[src/include/tisc_pkg.sv]
// Purpose: Shared constants, types and register map of the timer, interrupt and sleep control core
// Assumes: 8-bit register file access from the processor core, one clock at 20 MHz
// Notes:   Register offsets, fields, reset values, opcodes and timing follow
package tisc_pkg;

	// Register offsets
	localparam logic [7:0] OFS_TIMER_MODE  = 8'hf1;
	localparam logic [7:0] OFS_COUNT_B     = 8'hf2;
	localparam logic [7:0] OFS_PRESCALE_B  = 8'hf3;
	localparam logic [7:0] OFS_COUNT_A     = 8'hf4;
	localparam logic [7:0] OFS_PRESCALE_A  = 8'hf5;
	localparam logic [7:0] OFS_PORT2_DIR   = 8'hf6;
	localparam logic [7:0] OFS_IRQ_PRIO    = 8'hf9;
	localparam logic [7:0] OFS_IRQ_PEND    = 8'hfa;
	localparam logic [7:0] OFS_IRQ_MASK    = 8'hfb;

	// Field positions
	localparam int TMR_LOAD_A  = 0;
	localparam int TMR_RUN_A   = 1;
	localparam int TMR_LOAD_B  = 2;
	localparam int TMR_RUN_B   = 3;
	localparam int TMR_TIN_LO  = 4;
	localparam int PRE_SRC_INT = 0;
	localparam int PRE_CONT    = 1;
	localparam int PRE_DIV_LO  = 2;
	localparam int IMR_GLOBAL  = 7;
	localparam int P2M_WAKE    = 7;
	localparam int NUM_LINES   = 6;

	// Reset values
	localparam logic [7:0] RST_TIMER_MODE = 8'h00;
	localparam logic [7:0] RST_PRESCALE   = 8'h00;
	localparam logic [7:0] RST_PORT2_DIR  = 8'hff;
	localparam logic [7:0] RST_IRQ        = 8'h00;
	localparam logic [7:0] RST_COUNT      = 8'h00;

	// Opcodes and addresses
	localparam logic [7:0]  OP_NOOP      = 8'hff;
	localparam logic [7:0]  OP_STOP      = 8'h6f;
	localparam logic [7:0]  OP_HALT      = 8'h7f;
	localparam logic [7:0]  OP_WDT_CLEAR = 8'h5f;
	localparam logic [15:0] RESTART_ADDR = 16'h000c;

	// Timing
	localparam int CLK_PERIOD_NS    = 50;
	localparam int INT_DIVIDE       = 4;
	localparam int POR_EXTRA_CYCLES = 18;
	localparam int WDT_PERIOD_US    = 1000;
	localparam int WDT_CYCLES       = (WDT_PERIOD_US * 1000) / CLK_PERIOD_NS;

	typedef enum logic [1:0] {
		TIN_EXT_CLK     = 2'b00,
		TIN_GATE        = 2'b01,
		TIN_TRIG_ONCE   = 2'b10,
		TIN_TRIG_RETRIG = 2'b11
	} tisc_tin_t;

	typedef enum logic [1:0] {
		PWR_RUN  = 2'b00,
		PWR_HALT = 2'b01,
		PWR_STOP = 2'b10
	} tisc_pwr_t;

	typedef struct packed {
		logic       wr;
		logic       rd;
		logic [7:0] addr;
		logic [7:0] wdata;
	} tisc_reg_req_t;

	typedef struct packed {
		logic z;
		logic s;
		logic v;
	} tisc_flags_t;

endpackage : tisc_pkg

[src/core/tisc_down_counter.sv]
// Purpose: Prescaled down-counter used for both timers
// Assumes: tick is a one-cycle pulse from the selected source
// Notes:   A zero preset or initial value counts the full range
`timescale 1ns/1ps
`default_nettype none
module tisc_down_counter #(
	parameter int CNT_W = 8,
	parameter int PRE_W = 6
) (
	// Clock and resets
	input  wire logic             clk,
	input  wire logic             sys_rst,
	input  wire logic             softRst,
	// Control
	input  wire logic             tick,
	input  wire logic             load,
	input  wire logic             run,
	input  wire logic             cont,
	input  wire logic [PRE_W-1:0] preset,
	input  wire logic [CNT_W-1:0] initVal,
	// Status
	output logic      [CNT_W-1:0] count,
	output logic                  endPulse
);
	localparam logic [PRE_W-1:0] PRE_ONE = PRE_W'(1);
	localparam logic [CNT_W-1:0] CNT_ONE = CNT_W'(1);

	logic done;
	logic [PRE_W-1:0] preCnt;
	logic step;
	logic hitEnd;

	// Prescaler end and counter end coincide for the request
	assign step   = run && !done && tick && !load;
	assign hitEnd = step && (preCnt == PRE_ONE) && (count == CNT_ONE);

	// Zero wraps to all ones, so preset 0 divides by 64 and count 0 gives 256
	always_ff @(posedge clk or posedge sys_rst) begin
		if (sys_rst) begin
			count  <= '0;
			preCnt <= '0;
			done   <= 1'b0;
		end else if (softRst) begin
			count  <= '0;
			preCnt <= '0;
			done   <= 1'b0;
		end else if (load) begin
			count  <= initVal;
			preCnt <= preset;
			done   <= 1'b0;
		end else if (step) begin
			if (preCnt == PRE_ONE) begin
				preCnt <= preset;
				if (count == CNT_ONE) begin
					count <= cont ? initVal : '0;
					done  <= !cont;
				end else begin
					count <= count - CNT_ONE;
				end
			end else begin
				preCnt <= preCnt - PRE_ONE;
			end
		end
	end

	// End of count pulse
	always_ff @(posedge clk or posedge sys_rst) begin
		if (sys_rst) begin
			endPulse <= 1'b0;
		end else begin
			endPulse <= hitEnd && !softRst;
		end
	end

endmodule : tisc_down_counter
`default_nettype wire

[src/core/tisc_ctrl.sv]
// Purpose: Timers, interrupt latching and priority, halt/stop sleep and watchdog
// Assumes: Core presents register accesses and executed opcodes on clk
// Notes:   Pins pass two flip-flops before any logic reads them
`timescale 1ns/1ps
`default_nettype none
module tisc_ctrl
	import tisc_pkg::*;
#(
	parameter int WDT_LIMIT = WDT_CYCLES,
	parameter int POR_HOLD  = POR_EXTRA_CYCLES
) (
	// Clock and reset
	input  wire logic          clk,
	input  wire logic          sys_rst,
	// Register file access
	input  wire tisc_reg_req_t regReq,
	output logic [7:0]         regRdData,
	output logic               regRdValid,
	// Executed opcode stream
	input  wire logic          execValid,
	input  wire logic [7:0]    execOpcode,
	// Interrupt handshake
	output logic               intReq,
	output logic [3:0]         intVector,
	input  wire logic          intAck,
	output logic               ctxSave,
	// Flags update
	output logic               flagWr,
	output tisc_flags_t        flagVal,
	// Sleep and restart
	output logic               cpuClkEn,
	output logic               oscEn,
	output logic               pcLoad,
	output logic [15:0]        pcLoadAddr,
	output logic               coreRst,
	output logic [7:0]         port2Dir,
	// Pins
	input  wire logic          analog_in_one,
	input  wire logic          analog_in_two,
	input  wire logic          ref_in,
	input  wire logic          ext_timer_in,
	input  wire logic          wake_pin
);
	localparam int WDT_W  = $clog2(WDT_LIMIT + 1) + 1;
	localparam int HOLD_W = $clog2(POR_HOLD + 1) + 1;
	localparam logic [WDT_W-1:0]  WDT_LAST = WDT_W'(WDT_LIMIT - 1);
	localparam logic [HOLD_W-1:0] HOLD_SET = HOLD_W'(POR_HOLD);
	localparam logic [2:0] LINES = 3'(NUM_LINES);

	// Register storage
	logic [7:0] timerMode;
	logic [7:0] preA;
	logic [7:0] preB;
	logic [7:0] initA;
	logic [7:0] initB;
	logic [7:0] irqPrio;
	logic [7:0] irqMask;
	logic [5:0] irqPend;

	// Pin synchronisers
	logic [4:0] pinMeta;
	logic [4:0] pinSync;
	logic [4:0] pinPrev;
	logic [4:0] pinFall;
	logic [4:0] pinRise;

	// Timer plumbing
	logic [1:0] divCnt;
	logic       divTick;
	logic [7:0] countA;
	logic [7:0] countB;
	logic       endA;
	logic       endB;
	logic       loadA;
	logic       loadB;
	logic       trigLoadB;
	logic       trigActive;
	logic       tickB;
	logic       runB;
	logic       bInternal;
	tisc_tin_t  tinMode;

	// Interrupt plumbing
	logic [5:0] srcEvent;
	logic [5:0] ackClr;
	logic [5:0] armed;
	logic [2:0] selIdx;
	logic       found;
	logic [2:0] ackIdx;

	// Power and watchdog
	tisc_pwr_t           pwr;
	tisc_pwr_t           next_pwr;
	logic [WDT_W-1:0]    wdtCnt;
	logic [HOLD_W-1:0]   holdCnt;
	logic                ctlRst;
	logic                opStop;
	logic                opHalt;
	logic                opWdt;
	logic                wakeOk;
	logic                wr;

	assign wr     = regReq.wr;
	assign ctlRst = (holdCnt != '0);
	assign opStop = execValid && (execOpcode == OP_STOP) && (pwr == PWR_RUN);
	assign opHalt = execValid && (execOpcode == OP_HALT) && (pwr == PWR_RUN);
	assign opWdt  = execValid && (execOpcode == OP_WDT_CLEAR);

	// Two flops on each pin; reset at the idle high level so release fakes no edge
	always_ff @(posedge clk or posedge sys_rst) begin
		if (sys_rst) begin
			pinMeta <= '1;
			pinSync <= '1;
			pinPrev <= '1;
		end else begin
			pinMeta <= {wake_pin, ext_timer_in, ref_in, analog_in_two, analog_in_one};
			pinSync <= pinMeta;
			pinPrev <= pinSync;
		end
	end

	assign pinFall = pinPrev & ~pinSync;
	assign pinRise = ~pinPrev & pinSync;

	// Internal source divided by four; frozen while the oscillator is off
	always_ff @(posedge clk or posedge sys_rst) begin
		if (sys_rst) begin
			divCnt <= '0;
		end else if (pwr != PWR_STOP) begin
			divCnt <= divCnt + 2'b01;
		end
	end

	assign divTick = (divCnt == 2'(INT_DIVIDE - 1)) && (pwr != PWR_STOP);

	// Timer mode register; load bits act once and read back as zero
	always_ff @(posedge clk or posedge sys_rst) begin
		if (sys_rst) begin
			timerMode <= RST_TIMER_MODE;
		end else if (ctlRst) begin
			timerMode <= RST_TIMER_MODE;
		end else if (wr && regReq.addr == OFS_TIMER_MODE) begin
			timerMode <= regReq.wdata & ~8'h05;
		end
	end

	// Prescaler and initial count registers
	always_ff @(posedge clk or posedge sys_rst) begin
		if (sys_rst) begin
			preA  <= RST_PRESCALE;
			preB  <= RST_PRESCALE;
			initA <= RST_COUNT;
			initB <= RST_COUNT;
		end else if (ctlRst) begin
			preA  <= RST_PRESCALE;
			preB  <= RST_PRESCALE;
			initA <= RST_COUNT;
			initB <= RST_COUNT;
		end else if (wr) begin
			case (regReq.addr)
				OFS_PRESCALE_A: preA  <= regReq.wdata;
				OFS_PRESCALE_B: preB  <= regReq.wdata;
				OFS_COUNT_A:    initA <= regReq.wdata;
				OFS_COUNT_B:    initB <= regReq.wdata;
				default:        initA <= initA;
			endcase
		end
	end

	// Software load strobes restart from the initial value
	assign loadA = wr && (regReq.addr == OFS_TIMER_MODE) && regReq.wdata[TMR_LOAD_A];
	assign loadB = (wr && (regReq.addr == OFS_TIMER_MODE) && regReq.wdata[TMR_LOAD_B])
		|| trigLoadB;

	// Timer_b source and external input use
	assign bInternal = preB[PRE_SRC_INT];
	assign tinMode   = tisc_tin_t'(timerMode[TMR_TIN_LO +: 2]);

	always_comb begin
		tickB = 1'b0;
		if (!bInternal) begin
			tickB = pinFall[3];
		end else if (tinMode == TIN_GATE) begin
			tickB = divTick && pinSync[3];
		end else begin
			tickB = divTick;
		end
	end

	// A trigger that arrives while a single trigger runs is ignored
	assign trigLoadB = bInternal && pinFall[3] && (pwr != PWR_STOP)
		&& ((tinMode == TIN_TRIG_RETRIG)
		|| (tinMode == TIN_TRIG_ONCE && !trigActive));

	// Trigger modes only count after an accepted trigger
	always_ff @(posedge clk or posedge sys_rst) begin
		if (sys_rst) begin
			trigActive <= 1'b0;
		end else if (ctlRst) begin
			trigActive <= 1'b0;
		end else if (trigLoadB) begin
			trigActive <= 1'b1;
		end else if (endB && !preB[PRE_CONT]) begin
			trigActive <= 1'b0;
		end
	end

	assign runB = timerMode[TMR_RUN_B] && (!bInternal || tinMode == TIN_EXT_CLK
		|| tinMode == TIN_GATE || trigActive);

	// Timer_a: internal source only
	tisc_down_counter #(
		.CNT_W (8),
		.PRE_W (6)
	) u_timer_a (
		.clk      (clk),
		.sys_rst  (sys_rst),
		.softRst  (ctlRst),
		.tick     (divTick),
		.load     (loadA),
		.run      (timerMode[TMR_RUN_A]),
		.cont     (preA[PRE_CONT]),
		.preset   (preA[PRE_DIV_LO +: 6]),
		.initVal  (initA),
		.count    (countA),
		.endPulse (endA)
	);

	// Timer_b: internal or external source
	tisc_down_counter #(
		.CNT_W (8),
		.PRE_W (6)
	) u_timer_b (
		.clk      (clk),
		.sys_rst  (sys_rst),
		.softRst  (ctlRst),
		.tick     (tickB),
		.load     (loadB),
		.run      (runB),
		.cont     (preB[PRE_CONT]),
		.preset   (preB[PRE_DIV_LO +: 6]),
		.initVal  (initB),
		.count    (countB),
		.endPulse (endB)
	);

	// Request sources; no clock reaches the edge logic in stop
	assign srcEvent = {endB, endA, pinRise[1], pinFall[0], pinFall[2], pinFall[1]}
		& {6{pwr != PWR_STOP}};

	// Line taken by the core is cleared on its acknowledge
	assign ackClr = (intAck) ? (6'b000001 << ackIdx) : 6'b000000;

	// Pending register: events win over clears, masks do not block latching
	always_ff @(posedge clk or posedge sys_rst) begin
		if (sys_rst) begin
			irqPend <= RST_IRQ[5:0];
		end else if (ctlRst) begin
			irqPend <= RST_IRQ[5:0];
		end else if (wr && regReq.addr == OFS_IRQ_PEND) begin
			irqPend <= (regReq.wdata[5:0] & ~ackClr) | srcEvent;
		end else begin
			irqPend <= (irqPend & ~ackClr) | srcEvent;
		end
	end

	// Mask register; the global enable drops when a request is granted
	always_ff @(posedge clk or posedge sys_rst) begin
		if (sys_rst) begin
			irqMask <= RST_IRQ;
		end else if (ctlRst) begin
			irqMask <= RST_IRQ;
		end else if (wr && regReq.addr == OFS_IRQ_MASK) begin
			irqMask <= regReq.wdata;
		end else if (intAck) begin
			irqMask[IMR_GLOBAL] <= 1'b0;
		end
	end

	// Priority register
	always_ff @(posedge clk or posedge sys_rst) begin
		if (sys_rst) begin
			irqPrio <= RST_IRQ;
		end else if (ctlRst) begin
			irqPrio <= RST_IRQ;
		end else if (wr && regReq.addr == OFS_IRQ_PRIO) begin
			irqPrio <= regReq.wdata;
		end
	end

	assign armed = irqPend & irqMask[5:0] & {6{irqMask[IMR_GLOBAL]}};

	// Rotating search starting at the line named by the priority register
	always_comb begin
		logic [2:0] start;
		logic [2:0] cand;
		start  = (irqPrio[2:0] < LINES) ? irqPrio[2:0] : 3'b000;
		cand   = 3'b000;
		selIdx = 3'b000;
		found  = 1'b0;
		for (int k = 0; k < NUM_LINES; k++) begin
			cand = start + 3'(k);
			if (cand >= LINES) begin
				cand = cand - LINES;
			end
			if (!found && armed[cand]) begin
				selIdx = cand;
				found  = 1'b1;
			end
		end
	end

	// Request and vector are registered together so they always agree
	always_ff @(posedge clk or posedge sys_rst) begin
		if (sys_rst) begin
			intReq    <= 1'b0;
			intVector <= '0;
			ackIdx    <= '0;
			ctxSave   <= 1'b0;
		end else begin
			intReq    <= found && !intAck && !ctlRst && (pwr != PWR_STOP);
			intVector <= {selIdx, 1'b0};
			ackIdx    <= selIdx;
			ctxSave   <= intAck;
		end
	end

	// Wake from stop needs the wake pin set as input and driven low
	assign wakeOk = !pinSync[4] && port2Dir[P2M_WAKE];

	always_comb begin
		next_pwr = pwr;
		case (pwr)
			PWR_RUN: begin
				if (opStop) begin
					next_pwr = PWR_STOP;
				end else if (opHalt) begin
					next_pwr = PWR_HALT;
				end
			end
			PWR_HALT: begin
				if (found) begin
					next_pwr = PWR_RUN;
				end
			end
			PWR_STOP: begin
				if (wakeOk) begin
					next_pwr = PWR_RUN;
				end
			end
			default: next_pwr = PWR_RUN;
		endcase
	end

	// Power state; a watchdog reset always returns to run
	always_ff @(posedge clk or posedge sys_rst) begin
		if (sys_rst) begin
			pwr <= PWR_RUN;
		end else if (ctlRst) begin
			pwr <= PWR_RUN;
		end else begin
			pwr <= next_pwr;
		end
	end

	// Clock gates and restart request
	always_ff @(posedge clk or posedge sys_rst) begin
		if (sys_rst) begin
			cpuClkEn   <= 1'b1;
			oscEn      <= 1'b1;
			pcLoad     <= 1'b0;
			pcLoadAddr <= '0;
		end else begin
			cpuClkEn   <= (next_pwr == PWR_RUN) || ctlRst;
			oscEn      <= (next_pwr != PWR_STOP) || ctlRst;
			pcLoad     <= (pwr == PWR_STOP) && wakeOk && !ctlRst;
			pcLoadAddr <= RESTART_ADDR;
		end
	end

	// Port direction survives a stop wake; only resets restore inputs
	always_ff @(posedge clk or posedge sys_rst) begin
		if (sys_rst) begin
			port2Dir <= RST_PORT2_DIR;
		end else if (ctlRst) begin
			port2Dir <= RST_PORT2_DIR;
		end else if (wr && regReq.addr == OFS_PORT2_DIR) begin
			port2Dir <= regReq.wdata;
		end
	end

	// Watchdog runs unconditionally except with the oscillator off
	always_ff @(posedge clk or posedge sys_rst) begin
		if (sys_rst) begin
			wdtCnt <= '0;
		end else if (ctlRst || opWdt) begin
			wdtCnt <= '0;
		end else if (pwr != PWR_STOP) begin
			wdtCnt <= wdtCnt + WDT_W'(1);
		end
	end

	// Reset stretch after power-on and after each watchdog expiry
	always_ff @(posedge clk or posedge sys_rst) begin
		if (sys_rst) begin
			holdCnt <= HOLD_SET;
		end else if (wdtCnt == WDT_LAST && !ctlRst) begin
			holdCnt <= HOLD_SET;
		end else if (holdCnt != '0) begin
			holdCnt <= holdCnt - HOLD_W'(1);
		end
	end

	// Core held in reset while the stretch runs
	always_ff @(posedge clk or posedge sys_rst) begin
		if (sys_rst) begin
			coreRst <= 1'b1;
		end else begin
			coreRst <= (holdCnt > HOLD_W'(1)) || (wdtCnt == WDT_LAST && !ctlRst);
		end
	end

	// Flag update that accompanies the watchdog clear
	always_ff @(posedge clk or posedge sys_rst) begin
		if (sys_rst) begin
			flagWr  <= 1'b0;
			flagVal <= '0;
		end else begin
			flagWr  <= opWdt && !ctlRst;
			flagVal <= '{z: 1'b1, s: 1'b0, v: 1'b0};
		end
	end

	// Read port; write-only and unmapped addresses read zero
	always_ff @(posedge clk or posedge sys_rst) begin
		if (sys_rst) begin
			regRdData  <= '0;
			regRdValid <= 1'b0;
		end else begin
			regRdValid <= regReq.rd;
			if (regReq.rd) begin
				case (regReq.addr)
					OFS_TIMER_MODE: regRdData <= timerMode;
					OFS_COUNT_A:    regRdData <= countA;
					OFS_COUNT_B:    regRdData <= countB;
					OFS_IRQ_PEND:   regRdData <= {2'b00, irqPend};
					OFS_IRQ_MASK:   regRdData <= irqMask;
					default:        regRdData <= 8'h00;
				endcase
			end
		end
	end

endmodule : tisc_ctrl
`default_nettype wire

[config.mk]
export PLATFORM = sky130hd
export DESIGN_NAME = tisc_ctrl
export DESIGN_NICKNAME = d
export VERILOG_FILES = /design/src/include/tisc_pkg.sv /design/src/core/tisc_down_counter.sv /design/src/core/tisc_ctrl.sv
export SDC_FILE = /design/constraint.sdc
export NUM_CORES = 1
export LEC_CHECK = 0
export ABC_AREA = 1
export BUFFER_PORTS_ARGS = -buffer_cell sky130_fd_sc_hd__buf_2
export CAP_MARGIN = 20
export CORE_MARGIN = 2
export CORE_UTILIZATION = 55
export CTS_CLUSTER_DIAMETER = 150
export DETAILED_ROUTE_END_ITERATION = 10
export GPL_ROUTABILITY_DRIVEN = 0
export PLACE_DENSITY = 0.74
export SLEW_MARGIN = 20
export SYNTH_ARGS = -nofsm -noshare
export SYNTH_HDL_FRONTEND = slang
export SYNTH_SLANG_ARGS = --single-unit
[constraint.sdc]
create_clock -name clk -period 6.31 [get_ports clk]
set_clock_uncertainty 0.05 [all_clocks]
set_input_delay 0.3155 -clock clk [delete_from_list [all_inputs] [get_ports clk]]
set_output_delay 0.3155 -clock clk [all_outputs]
set_load 0.01 [all_outputs]
==> Word-level counts from Yosys, hierarchy flattened <==
Cells that the tools add are included.
W data, S select, Z words.
{ "classes": {"n_addsub": 18, "magnitude_cmp": 14, "eq_ne": 25, "n_shift": 1, "muxes": 102, "bitwise": 12, "reduce_logical": 101} }
{ "ops": {"columns": ["operator", "n"], "rows": [
  ["$mux W8", 29],
  ["$mux W6", 13],
  ["$eq A8 B8 Y1 const B", 9],
  ["$logic_and A1 B1 Y1", 45],
  ["$mux W3", 15],
  ["$pmux W8 S5", 1],
  ["$mux W16", 2],
  ["$and A6 B6 Y6", 5],
  ["$mux W1", 29],
  ["$eq A8 B7 Y1 const B", 3],
  ["$lt A3 B4 Y1 const B", 6],
  ["$reduce_bool A3 Y1", 8],
  ["$reduce_bool A2 Y1", 11],
  ["$bmux W1 S3", 6],
  ["$ge A3 B3 Y1 const B", 6],
  ["$sub A3 B3 Y3 const B", 6],
  ["$sub A6 B1 Y6 const B", 3],
  ["$add A16 B1 Y16 const B", 1],
  ["$eq A16 B15 Y1 const B", 1],
  ["$eq A8 B1 Y1 const B", 2],
  ["$logic_not A1 Y1", 16],
  ["$sub A8 B1 Y8 const B", 2],
  ["$eq A6 B1 Y1 const B", 2],
  ["$or A6 B6 Y6", 2],
  ["other kinds (23)", 50]
]} }
{ "totals": {"reg_bits": 159, "in_bits": 35, "elab_cells": 311} }

==> Longest topological paths before layout <==
Gate-level depths: netlist of run 1.
{ "depth": {"word_depth": 26, "mapped_depth": 17} }

==> Hierarchy <==
Synthesis of run 1 repeated with hierarchy kept, for this count alone.
{ "unflattened": {"cells_unflattened": 1078, "area_unflattened_um2": 8541.9} }
{ "by_module_without_submodules": {"columns": ["mod", "n_inst", "cells_per_inst", "area_per_inst_um2", "seq_area_each_um2"], "rows": [
  ["tisc_ctrl", 1, 717, 6157.2, 3111.7],
  ["tisc_down_counter at u_timer_a", 1, 184, 1227.4, 400.4],
  ["tisc_down_counter at u_timer_b", 1, 177, 1157.4, 400.4]
]} }

==> Worst setup path after synthesis of run 1 <==
No wires, ideal clock.
{ "synth_path": {"kind": "register to register", "start": "register irqPrio[1]", "end": "register intVector[1]", "arrival_time_ns": 2.359, "required_time_ns": 6.189, "path_slack_ns": 3.830, "path_stages_with_launch": 16, "n_path_buf": 0, "cell_sequence": "dfrtp_1 > ha_1 > nor2_4 > ha_1 > inv_1 > nand2_1 > nand2_2 > ha_1 > a31oi_1 > xor2_1 > inv_1 > nand2_1 > nand3_1 > nor2_2 > nor2_1 > nor2_1"} }
{ "synth_between": {"elab_chain_cells": 22, "elab_cells_between_ends": 58, "cone_classes": "add/sub: 11; order compare: 7; mux: 30; reduce/logical: 10"} }
{ "synth_rtl": {"columns": ["item", "line", "text"], "rows": [
  ["start, declared", "tisc_ctrl.sv:56", "logic [7:0] irqPrio;"],
  ["start signal, assigned", "tisc_ctrl.sv:287", "irqPrio <= regReq.wdata;"],
  ["$lt A3 B3 Y1", "tisc_ctrl.sv:297", "start = (irqPrio[2:0] < LINES) ? irqPrio[2:0] : 3'b000;"],
  ["$mux W3 *", "tisc_ctrl.sv:297", null],
  ["branches (longest 19 deep; another with $add A3 B1 Y3)", null, null],
  ["$mux W3 *", "tisc_ctrl.sv:306", "if (!found && armed[cand]) begin"],
  ["net selIdx[0]", "tisc_ctrl.sv:87", "logic [2:0] selIdx;"],
  ["end signal, assigned", "tisc_ctrl.sv:322", "intVector <= {selIdx, 1'b0};"],
  ["end, declared", "tisc_ctrl.sv:24", "output logic [3:0] intVector,"]
]} }
Mark *: on every way through the listed nets, which the timed path passes. The select of a mux whose other input is x is not followed.
A chain may end at the register's enable or synchronous reset.

==> Worst setup path after layout of run 1 <==
{ "layout_path": {"start": "register pwr[0]", "end": "register u_timer_b.count[6]"} }
{ "layout_between": {"elab_chain_cells": 9, "elab_cells_between_ends": 16, "cone_classes": "eq/ne: 1; mux: 4; reduce/logical: 11"} }
{ "layout_rtl": {"columns": ["item", "line", "text"], "rows": [
  ["start, declared", "tisc_ctrl.sv:92", "tisc_pwr_t pwr;"],
  ["start signal, assigned", "tisc_ctrl.sv:362", "pwr <= next_pwr;"],
  ["$ne A2 B2 Y1 *", "tisc_ctrl.sv:134, tisc_ctrl.sv:191", null],
  ["$logic_and A1 B1 Y1", "tisc_ctrl.sv:134", "assign divTick = (divCnt == 2'(INT_DIVIDE - 1)) && (pwr != PWR_STOP);"],
  ["$logic_and A1 B1 Y1", "tisc_ctrl.sv:184", "tickB = divTick && pinSync[3];"],
  ["$mux W1", "tisc_ctrl.sv:183", "end else if (tinMode == TIN_GATE) begin"],
  ["$mux W1", "tisc_ctrl.sv:181", "if (!bInternal) begin"],
  ["$logic_and A1 B1 Y1 (2 in a row)", "tisc_down_counter.sv:34", "assign step = run && !done && tick && !load;"],
  ["$reduce_bool A3 Y1 (no source line)", null, null],
  ["$reduce_and A2 Y1 (no source line)", null, null],
  ["end signal, assigned", "tisc_down_counter.sv:48", "count <= initVal;"],
  ["end signal, assigned", "tisc_down_counter.sv:55", "count <= cont ? initVal : '0;"],
  ["end signal, assigned", "tisc_down_counter.sv:58", "count <= count - CNT_ONE;"],
  ["end, declared", "tisc_down_counter.sv:22", "output logic [CNT_W-1:0] count,"]
]} }
Every way passes the cells marked *; elsewhere a longest branch is shown, timed or not.

==> results.txt, run 1 <==
Summed over all layers, the global routing overflow is 0. The number of slew-limit violations in the final report was 0. The run finished with clean final reports. The first global-routing pass estimated ~34 mm of wire. The critical path ends at u_timer_b.count[6]. The largest total area in the synthesized netlist belongs to dfrtp_1.

Relative to the synthesized area, the layout overhead comes to 13.4%. Data on the critical path is required at its endpoint by 6.60 ns. The H-tree was split into 4 levels. The portion of the post-synthesis area used by sequential elements came out at 0.482. Setup repair after global routing left no endpoint under its margin. The critical path class is flop to flop. For the pin with the worst max-slew slack, the measured transition is 0.987 ns. The count of input and output buffers came out at 64. For this run, the share of the core covered by cells in the final layout is 0.635. The vias per cell came out at approximately 5.7. The worst register-to-register path begins at pwr[0].

The count of routing violations after the opening detailed-route iteration is 666. No sink is reached through more buffers than the 2 on the longest clock path. The most common cell in the synthesized netlist is nand2_1. The area share of the largest cell type after synthesis is 0.395. The number of warnings issued by yosys is 0.

The area of the die came out at about 16000 um2. The number of antenna violations at the first check in global routing came out at 0. The die height is 125 um. The largest net degree at the start of global routing came out at a little under 80. Ranked by total cell area, the synthesized netlist is headed by dfrtp_1 40%, nand2_1 9.2%, dfstp_2 8.7%, inv_1 5.1%, o21ai_0 4.8%. The post-synthesis instance total came out at approximately 950. The number of failing hold endpoints at the final stage is 0. The via count came out at 6916. The number of placed cells counting well taps is about 1200. The floorplan step defined a core boundary enclosing 14500 um2. The relative max-transition margin came out at 0.342.

The startpoint of the worst setup timing path is pwr[0]. The design draws roughly 0.0028 W. The maximum achievable frequency is 0.347 GHz. The number of synthesized flops with an enable pin is 0. The number of distinct standard cells referenced by the synthesized netlist came out at 55. The via count of the first global-routing pass is roughly 6700. The clock sink count came out at about 160.

The effective utilization at floorplan came out at 0.560. In the routed design, unresolved DRC markers number 0. The commonest cells after synthesis are 198 x nand2_1, 128 x dfrtp_1, 111 x inv_1. In this run the critical register-to-register path is captured at u_timer_b.count[6].

The total I/O pin count is 82. The worst vdd rail ir drop is approximately 0.21 mV. The remaining number of nets flagged by the antenna check after routing is 0. In the final timing run, aggregate negative setup slack is 0 ns. The standby leakage power is between 4 and 5 nW.

The final cell count without fillers came out at ~1200. The horizontal die dimension is roughly 130 um. The final antenna diode count came out at 0. The arrival time of the worst setup path is 3.17 ns.

The prevailing post-synth register cell is dfrtp_1. The setup violation total in the final timing report is 0. The standard-cell row count is between 40 and 50. Of the cells placed in the final design, the portion with a size suffix greater than 1 is 0.171. The worst reg-to-reg setup slack came out at 3.43 ns.

The worst setup path is captured at a flop. The number of optimization iterations in the first detailed-route pass came out at 5. Dividing the detail-routed wire length by the instance count gives about 17 um.

The clock slew at the register clock pins of the worst setup and hold paths came out at 0.06 ns. The half-perimeter wire length after placement is roughly 14 mm. The share of synthesized registers carrying an async set or reset is 1.00. CTS placed an instance of clkbuf_16 at the clock tree root.

The number of violations of the max-capacitance limit is 0. The number of buffers created by CTS came out at 17. The synthesized design contains 155 register bits. The synthesized cell area came out at between 8000 and 9000 um2. The final period demand of the worst path is around 2.9 ns. The count of nets after finishing is 1079. STA classifies the critical path startpoint as a flop. For the worst-skew pair, the clock arrives at the later sink with an insertion delay of 0.43 ns. After detailed routing, the total wire length is between 20 and 25 mm. The total global routing track utilization came out at 0.273. The areal power density over the cells is between 300 and 400 nW/um2.

The average cell area after synthesis is between 8 and 9 um2. The final critical-path share of the clock period is 0.457. For the worst flop-to-flop path, the logic depth is 11. TritonCTS built the clock tree. The worst min-delay path category is primary input to flop. The highest fanout seen on the critical path is 15.
## flip-flops by register name, indices dropped and copies added (netlist names), 7 cells and up
register	count
wdtCnt	16
initA	8
initB	8
irqMask	8
port2Dir	8
preB	8
regRdData	8
u_timer_a.count	8
u_timer_b.count	8
preA	7
## worst min-delay path by stage
stage	startpoint	to	depth (start not counted)
after floorplan	analog_in_one	pinMeta[0]	0
after global placement	pinMeta[1]	pinSync[1]	0
after detailed placement	pinMeta[1]	pinSync[1]	0
after CTS	intAck	ctxSave	1
after global routing	intAck	ctxSave	1
final	intAck	ctxSave	1
## per-layer routing
layer / global-route usage / vias up / wire length, um
met5: 0 / - / 0
met4: 0.0882 / 0 / 488
met3: 0.0573 / 39 / 1320
met2: 0.418 / 249 / 9430
met1: 0.391 / 3328 / 9290
li1: - / 3300 / -
## placed cells by master (no fill, tap or decap), types with 16 or more instances in the layout
cell type,instances
nand2_1,198
nand4_1,18
conb_1,18
o22ai_1,27
ha_1,19
nand3_1,53
clkbuf_16,17
buf_2,64
inv_1,110
a21oi_1,37
dfstp_2,27
nor2_1,57
nor3_1,16
o21ai_0,78
xor2_1,22
dfrtp_1,128
## cells by family (layout without fill, tap and decap cells)
family | after synthesis | in the layout | synth area share
flops | 155 | 155 | 0.482
compound gates | 202 | 202 | 0.149
mux | 3 | 3 | 0.00370
buf+inv | 156 | 225 | 0.0842
simple gates | 389 | 389 | 0.221
fa+ha+maj | 19 | 19 | 0.0293
xor+xnor | 27 | 27 | 0.0292
other cells | 2 | 18 | 0.000926
## critical path: stages, from the launching register on
cell,delay (ns)
dfrtp_1,0.40
nor2_1,0.58
inv_1,0.47
nand4_1,0.25
nand2_1,0.11
inv_2,0.11
nand4_2,0.13
nand2_2,0.20
o21ai_2,0.09
inv_2,0.14
nand3_1,0.12
o21ai_1,0.13
## layout make-up
cell class                 count  area, um2
clock buffer                  20        457
clock inverter                12        161
fill                        1210       5290
inverter                     120        455
multi-input combinational    658       3570
sequential                   155       3910
tap                          184        230
timing repair buffer          73        403
## timing repair
item,CTS,global route
gates resized for setup,0,0
hold endpoints to repair,59,0
buffers inserted,0,0
hold buffers,6,0
## power by group
group / internal (W) / switching (W) / total (W)
clock: 0.000648 / 0.000427 / 0.00108
combinational: 0.000220 / 0.000346 / 0.000566
sequential: 0.00111 / 0.0000911 / 0.00120
total: 0.00198 / 0.000864 / 0.00285
## stage by stage
| stage | setup WS (ns) | hold slack (ns) | area, um2 |
|---|---|---|---|
| after floorplan | 1.81 | 0.270 | 8170 |
| after detailed placement | 3.54 | 0.297 | 8510 |
| after CTS | 3.43 | 0.00864 | 9190 |
| after global placement | 3.65 | 0.296 | 8510 |
| after global routing | 3.15 | 0.00328 | 9190 |
| final | 3.43 | 0.0167 | 9190 |
(Power assumes the default switching activity.)
==> run 2, diff against run 1 <==
==> constraint.sdc (replaced) <==
create_clock -name clk -period 2.9 [get_ports clk]
set_clock_uncertainty 0.05 [all_clocks]
set_input_delay 0.145 -clock clk [delete_from_list [all_inputs] [get_ports clk]]
set_output_delay 0.145 -clock clk [all_outputs]
set_load 0.01 [all_outputs]
==> run 2 against run 1 <==
Effect of this change:
- first-iteration DRC count increased by 0.60%
- largest cell class unchanged
- clock power grew 99%
- die area is the same
- register-to-register slack got worse by 3.2 ns
- count of clock-buffer cells in the layout is 1 higher
==> results.txt, run 2 (synthesis gave the netlist of run 1 again) <==
Clock latency on the worst-skew pair, taken at its later pin, is about 0.44 ns. At the worst endpoint, the arrival time is between 2 and 3 ns. Summing over every cut layer, the via total after detailed routing is around 7000. The CTS tree is yes. The critical path is of the flop to flop type.

For the pin with the worst max-slew slack, the measured transition is around 0.90 ns. The endpoint identified for the worst register-to-register timing path is intVector[2]. For this run, the post-layout net count is 1100.

The remaining number of nets flagged by the antenna check after routing came out at 0. STA classifies the critical path startpoint as a flop. The final layout contains routed wiring with a total length of between 20 and 25 mm.

The worst reg-to-reg setup slack came out at approximately 0.24 ns. The number of failing hold endpoints at the final stage is 0. The number of slew-limit violations in the final report was 0. The areal power density over the cells is ~640 nW/um2. Ranked by flip-flop count, first place goes to wdtCnt. The final core area utilization came out at 0.646. The floorplan step defined a die boundary enclosing about 16000 um2. The via count of the first global-routing pass came out at around 6800. The library cell used most frequently in the layout, excluding fill and tap cells, is nand2_1.

The flow ran to the end, and the final reports show no timing, DRC or antenna violations. The clock slew at the register clock pins of the worst setup and hold paths is approximately 0.070 ns. The number of buffers created by CTS is 17. The effective utilization at floorplan is 0.560. The worst setup path is captured at a flop. The total global routing overflow came out at 0. STA puts the critical path data required time at about 3.2 ns. The total I/O pin count came out at a little over 80.

Setup violations remaining at the end of the flow were counted as 0. Leaving out fill and tap cells, the most frequent cells in the layout are 198 x nand2_1, 127 x dfrtp_1, 110 x inv_1. Relative to the synthesized area, the layout overhead comes to 15.3%. 0 antenna diodes ended up in the layout. Across all hold checks on the routed design, the worst slack comes to 0.0182 ns. The floorplan has 44 rows. The beginning of the worst hold path is regReq[0]. The worst-case clock buffer depth came out at 2.

Of the cells placed in the final design, the portion with a size suffix greater than 1 is 0.178. After detailed routing, the average wire length per cell comes to roughly 17 um. The number of antenna violations at the first check in global routing is 0.

The worst hold path was traced through 3 stages. The length in cells of the worst reg-to-reg path came out at 15. The worst register-to-register path begins at irqPrio[1]. The highest fanout seen on the critical path came out at 7. The count of input and output buffers is 64. The worst-case IR drop observed on VDD is between 0.4 and 0.5 mV. The level count of the clock H-tree came out at 4. In this run the horizontal extent of the chip is between 100 and 150 um. The total area inside the core boundary comes to about 14000 um2. The wire length of the first global-routing pass is roughly 35 mm. The post-route DRC violation count is 0. Timing would allow up to 0.377 GHz.

After the first detailed-routing iteration, the DRC count stood at between 600 and 700. The setup TNS after final layout is 0 ns. Clock tree synthesis found a total of 155 sinks. The min-delay analysis places its worst path in the category primary input to flop. The number of flip-flops under the largest register name came out at 16.

The standby leakage power is around 4.6 nW. The number of violations of the max-capacitance limit is 0. The worst path needs roughly 2.7 ns of the cycle, external delays included.

The path with the worst hold slack has its endpoint at port2Dir[0]. CTS placed an instance of clkbuf_16 at the clock tree root. Setup repair after global routing left no endpoint under its margin. The final cell count without fillers is 1243. The final critical-path share of the clock period is 0.916. Entering global routing, the biggest net connects between 40 and 50 pins.

The first detailed-routing pass ran for 5 iterations. Detailed placement ended at an HPWL of approximately 15 mm. The die height is approximately 130 um. After detailed placement, the design holds a cell count of roughly 1200. The vias per cell is 5.63. The relative max-transition margin came out at 0.401. The total global routing track utilization is 0.277.
-- run 2: changes by cell type in the layout (fill, tap and decap cells not counted), moves of 2 or more --
cell,previous run,this run
dlygate4sd3_1,6,18
buf_4,3,11
bufinv_16,3,0
inv_4,0,3
clkinv_4,1,3
clkinvlp_4,3,1
inv_6,5,3
-- run 2: worst max-delay path by stage --
stage	from	to	slack [ns]
after floorplan	irqPrio[1]	intVector[1]	0.42
after global placement	irqPrio[1]	intVector[1]	0.24
after detailed placement	irqPrio[1]	intVector[1]	0.17
after CTS	irqPrio[1]	intVector[1]	0.14
after global routing	irqPrio[1]	intVector[2]	0.007
final	irqPrio[1]	intVector[2]	0.24
-- run 2: layout make-up --
cell class,instances,area (um2)
multi-input combinational,658,3580
clock inverter,11,81.3
timing repair buffer,94,603
inverter,120,454
sequential,155,3910
fill,1229,5130
clock buffer,21,482
tap,184,230
-- run 2: report_power, final --
group          leakage (nW)  internal (W)  switching, W
clock                 0.285       0.00120      0.000946
sequential             1.98       0.00242      0.000194
combinational          2.34      0.000498      0.000755
total                  4.61       0.00412       0.00190
-- run 2: worst max-delay path, cell delays in order (launching register included) --
cell,delay (ns)
dfrtp_2,0.46
ha_1,0.28
nor2_4,0.12
ha_1,0.19
inv_1,0.07
nand2_1,0.07
nand2_2,0.09
ha_1,0.22
a31oi_2,0.18
xor2_1,0.25
inv_1,0.09
nand2_1,0.06
nand3_1,0.14
nor2_2,0.18
nand2_1,0.07
nand4_1,0.07
-- run 2: through the flow --
step	cell area, um2	setup slack [ns]	total power [W]
floorplan	8170	0.420	0.00355
global placement	8580	0.243	0.00381
detailed placement	8580	0.170	0.00384
CTS	9320	0.143	0.00600
global route	9350	0.00736	0.00633
finish	9350	0.245	0.00602
-- run 2: routing by layer --
metal	global-route usage	share of wire	vias to the layer above
met4	0.0915	0.019	0
met3	0.0445	0.058	35
met1	0.389	0.44	3385
met5	0	0	-
li1	-	-	3340
met2	0.443	0.48	241
-- run 2: what timing repair did --
action	4_1_cts	5_1_grt
resized for setup	0	3
hold buffers	18	0
endpoints found under the hold margin	46	0
endpoints found under the setup margin	0	6
buffers inserted	0	2
==> run 3, diff against run 2 <==
--- a/config.mk
+++ b/config.mk
@@ -5,7 +5,7 @@
 export SDC_FILE = /design/constraint.sdc
 export NUM_CORES = 1
 export LEC_CHECK = 0
-export ABC_AREA = 1
+export ABC_CLOCK_PERIOD_IN_PS = 2900
 export BUFFER_PORTS_ARGS = -buffer_cell sky130_fd_sc_hd__buf_2
 export CAP_MARGIN = 20
 export CORE_MARGIN = 2
==> run 3 against run 2 <==
Effect of this change:
- the run now ends with negative setup slack left
- wire length is 2.0% higher
- die area is 4.6% higher
- sequential power is 5% lower
- non-clock buffer count is 36 higher
- cell count is 0.56% lower
- design area is 7.3% higher
- worst setup slack worse by 0.59 ns
- fmax is 18% lower
- sequential cell count stayed put
- combinational power is 36% lower
- largest cell class is now multi-input combinational cells
==> results.txt, run 3 <==
The half-perimeter wire length after placement came out at between 10 and 15 mm. The area of the die came out at 16500 um2. The area share of the largest cell type after synthesis came out at 0.377. The register with the most flip-flops in the layout has 16 of them. The number of violations of the max-capacitance limit is 0. After detailed routing, the number of remaining DRC violations is 0. Among cell families on the critical path, the largest total delay comes from compound AO/OA/AOI/OAI gates. The tightest min-delay check is of the primary input to flop type. The remaining number of nets flagged by the antenna check after routing is 0.

Counting tap cells, the placed design contains a total of between 1000 and 1500 instances. The post-synthesis register bit count came out at between 150 and 200. The setup TNS after final layout came out at -1.23 ns. Using the TritonRoute via totals, the vias-per-cell ratio works out to roughly 6.0. Of the total synthesized cell area, the portion taken by AND, OR, NAND and NOR gates is 0.207. The slowest stage of the critical path is the dfrtp_2 cell. The top cell types in the final layout, fill and taps aside, are 126 x dfrtp_1, 116 x nand2_1, 96 x nor2_1. After synthesis, the largest family of logic cells by area is simple AND/OR/NAND/NOR gates. Traced cell by cell, the critical path runs through ha_4, nand2b_4, inv_4, ha_4, xor2_4, inv_2, ha_4, a221o_2, or3_4, a2111oi_4, o21ai_1, or3_1, a31oi_1. The synthesized-area fraction occupied by ao, oa, aoi and oai cells came to 0.170. The total I/O pin count is 82. The relative max-transition margin is 0.552. The most common cell after layout, fill and taps aside is dfrtp_1. Counting flops with a built-in enable in the synthesized netlist gives 0. STA classifies the critical path endpoint as a flop. The die is roughly 130 um tall.

The number of failing hold endpoints at the final stage came out at 0. The synthesized cell area is between 8000 and 9000 um2. In the post-synthesis netlist, the cell with the most instances is dfrtp_1. The standby leakage power came out at between 4 and 5 nW.

The setup violation total in the final timing report is 5. The minimum setup slack in the final design came out at -0.344 ns. STA classifies the critical path startpoint as a flop.

The total global routing track utilization came out at 0.276. The setup path with the least slack is of type flop to flop. At the later pin of the worst-skew pair, clock insertion delay measures roughly 0.43 ns. The final critical-path share of the clock period is 1.12. The clock sink count is approximately 160.

The fraction of final layout cells sized beyond drive strength 1 is 0.206. The final period demand of the worst path came out at 3.24 ns. The final standard cell area without fillers came out at roughly 10000 um2. Of the total synthesized cell area, the portion taken by full adders, half adders and majority gates is 0.0280. The average instance in the mapped netlist occupies ~9 um2. Summed over all layers, the routed wires come to about 21 mm. The area growth from synthesis to final layout is 18.1%. The worst vdd rail ir drop came out at about 0.42 mV.

The wire length of the first global-routing pass is roughly 36 mm. Setup repair after global routing could not meet its margin everywhere. The effective utilization at floorplan is 0.561. The standard-cell row count is 45. The checks that failed: negative setup slack. The slew at the pin with the worst max-slew slack is 0.670 ns.

Yosys attributes the largest share of cell area to dfrtp_1 38%, dfstp_2 8.4%, nand2_1 5.2%, nor2_1 4.2%, mux2i_1 3.9%. The buffer type at the clock tree root is clkbuf_16. The core area is 15100 um2. The average wire length per cell after detail routing is around 17 um.

The count of routing violations after the opening detailed-route iteration came out at 660. Data arrives at the worst endpoint at between 3 and 4 ns. The final antenna diode count came out at 0.

The xor and xnor area share after synthesis is 0.0287. STA puts the critical path data required time at 3.19 ns. The via count of the first global-routing pass came out at 7095. The run finished, with violations left. Counting flops per register, the top entry is wdtCnt.

The prevailing post-synth register cell is dfrtp_1. The number of distinct standard cells referenced by the synthesized netlist is between 70 and 80. The horizontal die dimension came out at around 130 um.

The count of cells in the finished layout, fillers not included, comes to approximately 1200. In the synthesized netlist the async set-or-reset flop fraction comes to 1.00. The worst-case clock buffer depth is 2. The placed standard-cell area came out at 9270 um2.

Summed over all instances, the cell type with the most area after synthesis is dfrtp_1. The largest net degree at the start of global routing is 77. For this run, the detailed router's first-pass iteration total came to 7. Yosys printed 0 warnings.

The number of antenna violations at the first check in global routing came out at 0. The number of slew-limit violations in the final report is 0. The highest fanout seen on the critical path came out at 5. The share of cell area taken by muxes after synthesis came out at 0.0508. The count of nets after finishing came out at approximately 1100. The level count of the clock H-tree came out at 4. Power comes to 0.00547 W. The number of buffers created by CTS is 17. The clock slew at the register clock pins of the worst setup and hold paths came out at roughly 0.060 ns.

The total global routing overflow is 0. The count of input and output buffers came out at 64. The maximum achievable frequency came out at between 0.3 and 0.4 GHz. In this run the power density over the cells is 545 nW/um2. The most repeated library cell on the critical path is ha_4. The post-synthesis instance total came out at approximately 930. The portion of the post-synthesis area used by sequential elements came out at 0.461.

The critical path contains buffers and inverters numbering 2 combined. TritonCTS built the clock tree. In this design, the stage delay of the slowest critical-path cell is 0.44 ns. The via count came out at around 7400.

The commonest cells after synthesis are 128 x dfrtp_1, 117 x nand2_1, 96 x nor2_1.
## run 3: changes by cell type after synthesis, moves of 20 or more
cell | previous run | this run
a21oi_1 | 37 | 63
clkbuf_1 | 5 | 32
inv_1 | 111 | 37
mux2i_1 | 3 | 33
nand2_1 | 198 | 117
nor2_1 | 57 | 96
o21ai_0 | 78 | 50
o22ai_1 | 27 | 7
## run 3: path summary, 6_finish.rpt
kind	start	end	slack, ns	depth (start not counted)
min	regReq[0]	initA[0]	0.02	3
max	irqPrio[1]	intVector[1]	-0.34	13
max reg2reg	irqPrio[1]	intVector[1]	-0.34	13
min reg2reg	pinMeta[4]	pinSync[4]	0.31	0
min in group asynchronous	sys_rst	flagWr	0.29	3
max in group asynchronous	sys_rst	port2Dir[7]	1.67	4
## run 3: report_power, final
part,switching [W],internal [W],total [W]
combinational,0.000467,0.000333,0.000801
clock,0.000909,0.00128,0.00219
sequential,0.000147,0.00233,0.00248
total,0.00152,0.00394,0.00547
## run 3: what timing repair did
item / in CTS / in global routing
buffers inserted: 1 / 2
resized for setup: 3 / 2
hold buffers: 12 / 0
pin swaps: 1 / 4
endpoints found under the hold margin: 31 / 0
setup endpoints to repair: 6 / 6
## run 3: final cells by class
| class | instances | area [um2] |
|---|---|---|
| sequential | 155 | 3920 |
| multi-input combinational | 693 | 4280 |
| tap | 188 | 235 |
| clock inverter | 10 | 73.8 |
| inverter | 38 | 149 |
| fill | 1227 | 5110 |
| timing repair buffer | 130 | 858 |
| clock buffer | 22 | 518 |
## run 3: kinds of logic (layout without fill, tap and decap cells)
family / after synthesis / after routing
other: 2 / 18
multiplexers: 41 / 41
buffers and inverters: 95 / 200
adder cells (fa/ha/maj): 19 / 19
flip-flops: 155 / 155
AO/OA/AOI/OAI: 219 / 219
XOR/XNOR: 27 / 27
AND/OR/NAND/NOR: 369 / 369
## run 3: routing by layer
| metal | vias to the layer above | part of all wire | global-route usage | wire length, um |
|---|---|---|---|---|
| met3 | 51 | 0.064 | 0.0534 | 1360 |
| met5 | - | 0 | 0 | 0 |
| met1 | 3605 | 0.44 | 0.382 | 9510 |
| met2 | 274 | 0.47 | 0.441 | 10100 |
| li1 | 3501 | - | - | - |
| met4 | 0 | 0.022 | 0.0924 | 475 |
## run 3: per-stage QoR
stage	hold slack (ns)	util	setup slack, ns
final	0.0210	0.662	-0.344
after global routing	0.0238	0.662	-0.458
after CTS	0.000548	0.661	-0.346
after detailed placement	0.201	0.612	-0.392
after global placement	0.200	0.612	-0.286
after floorplan	0.0995	-	-0.560
## run 3: tightest hold or removal path: cells and delay by family
kind / cells / cell delay (ns)
AO/OA/AOI/OAI: 1 / 0.06
buffers and inverters: 1 / 0.16
AND/OR/NAND/NOR: 1 / 0.10
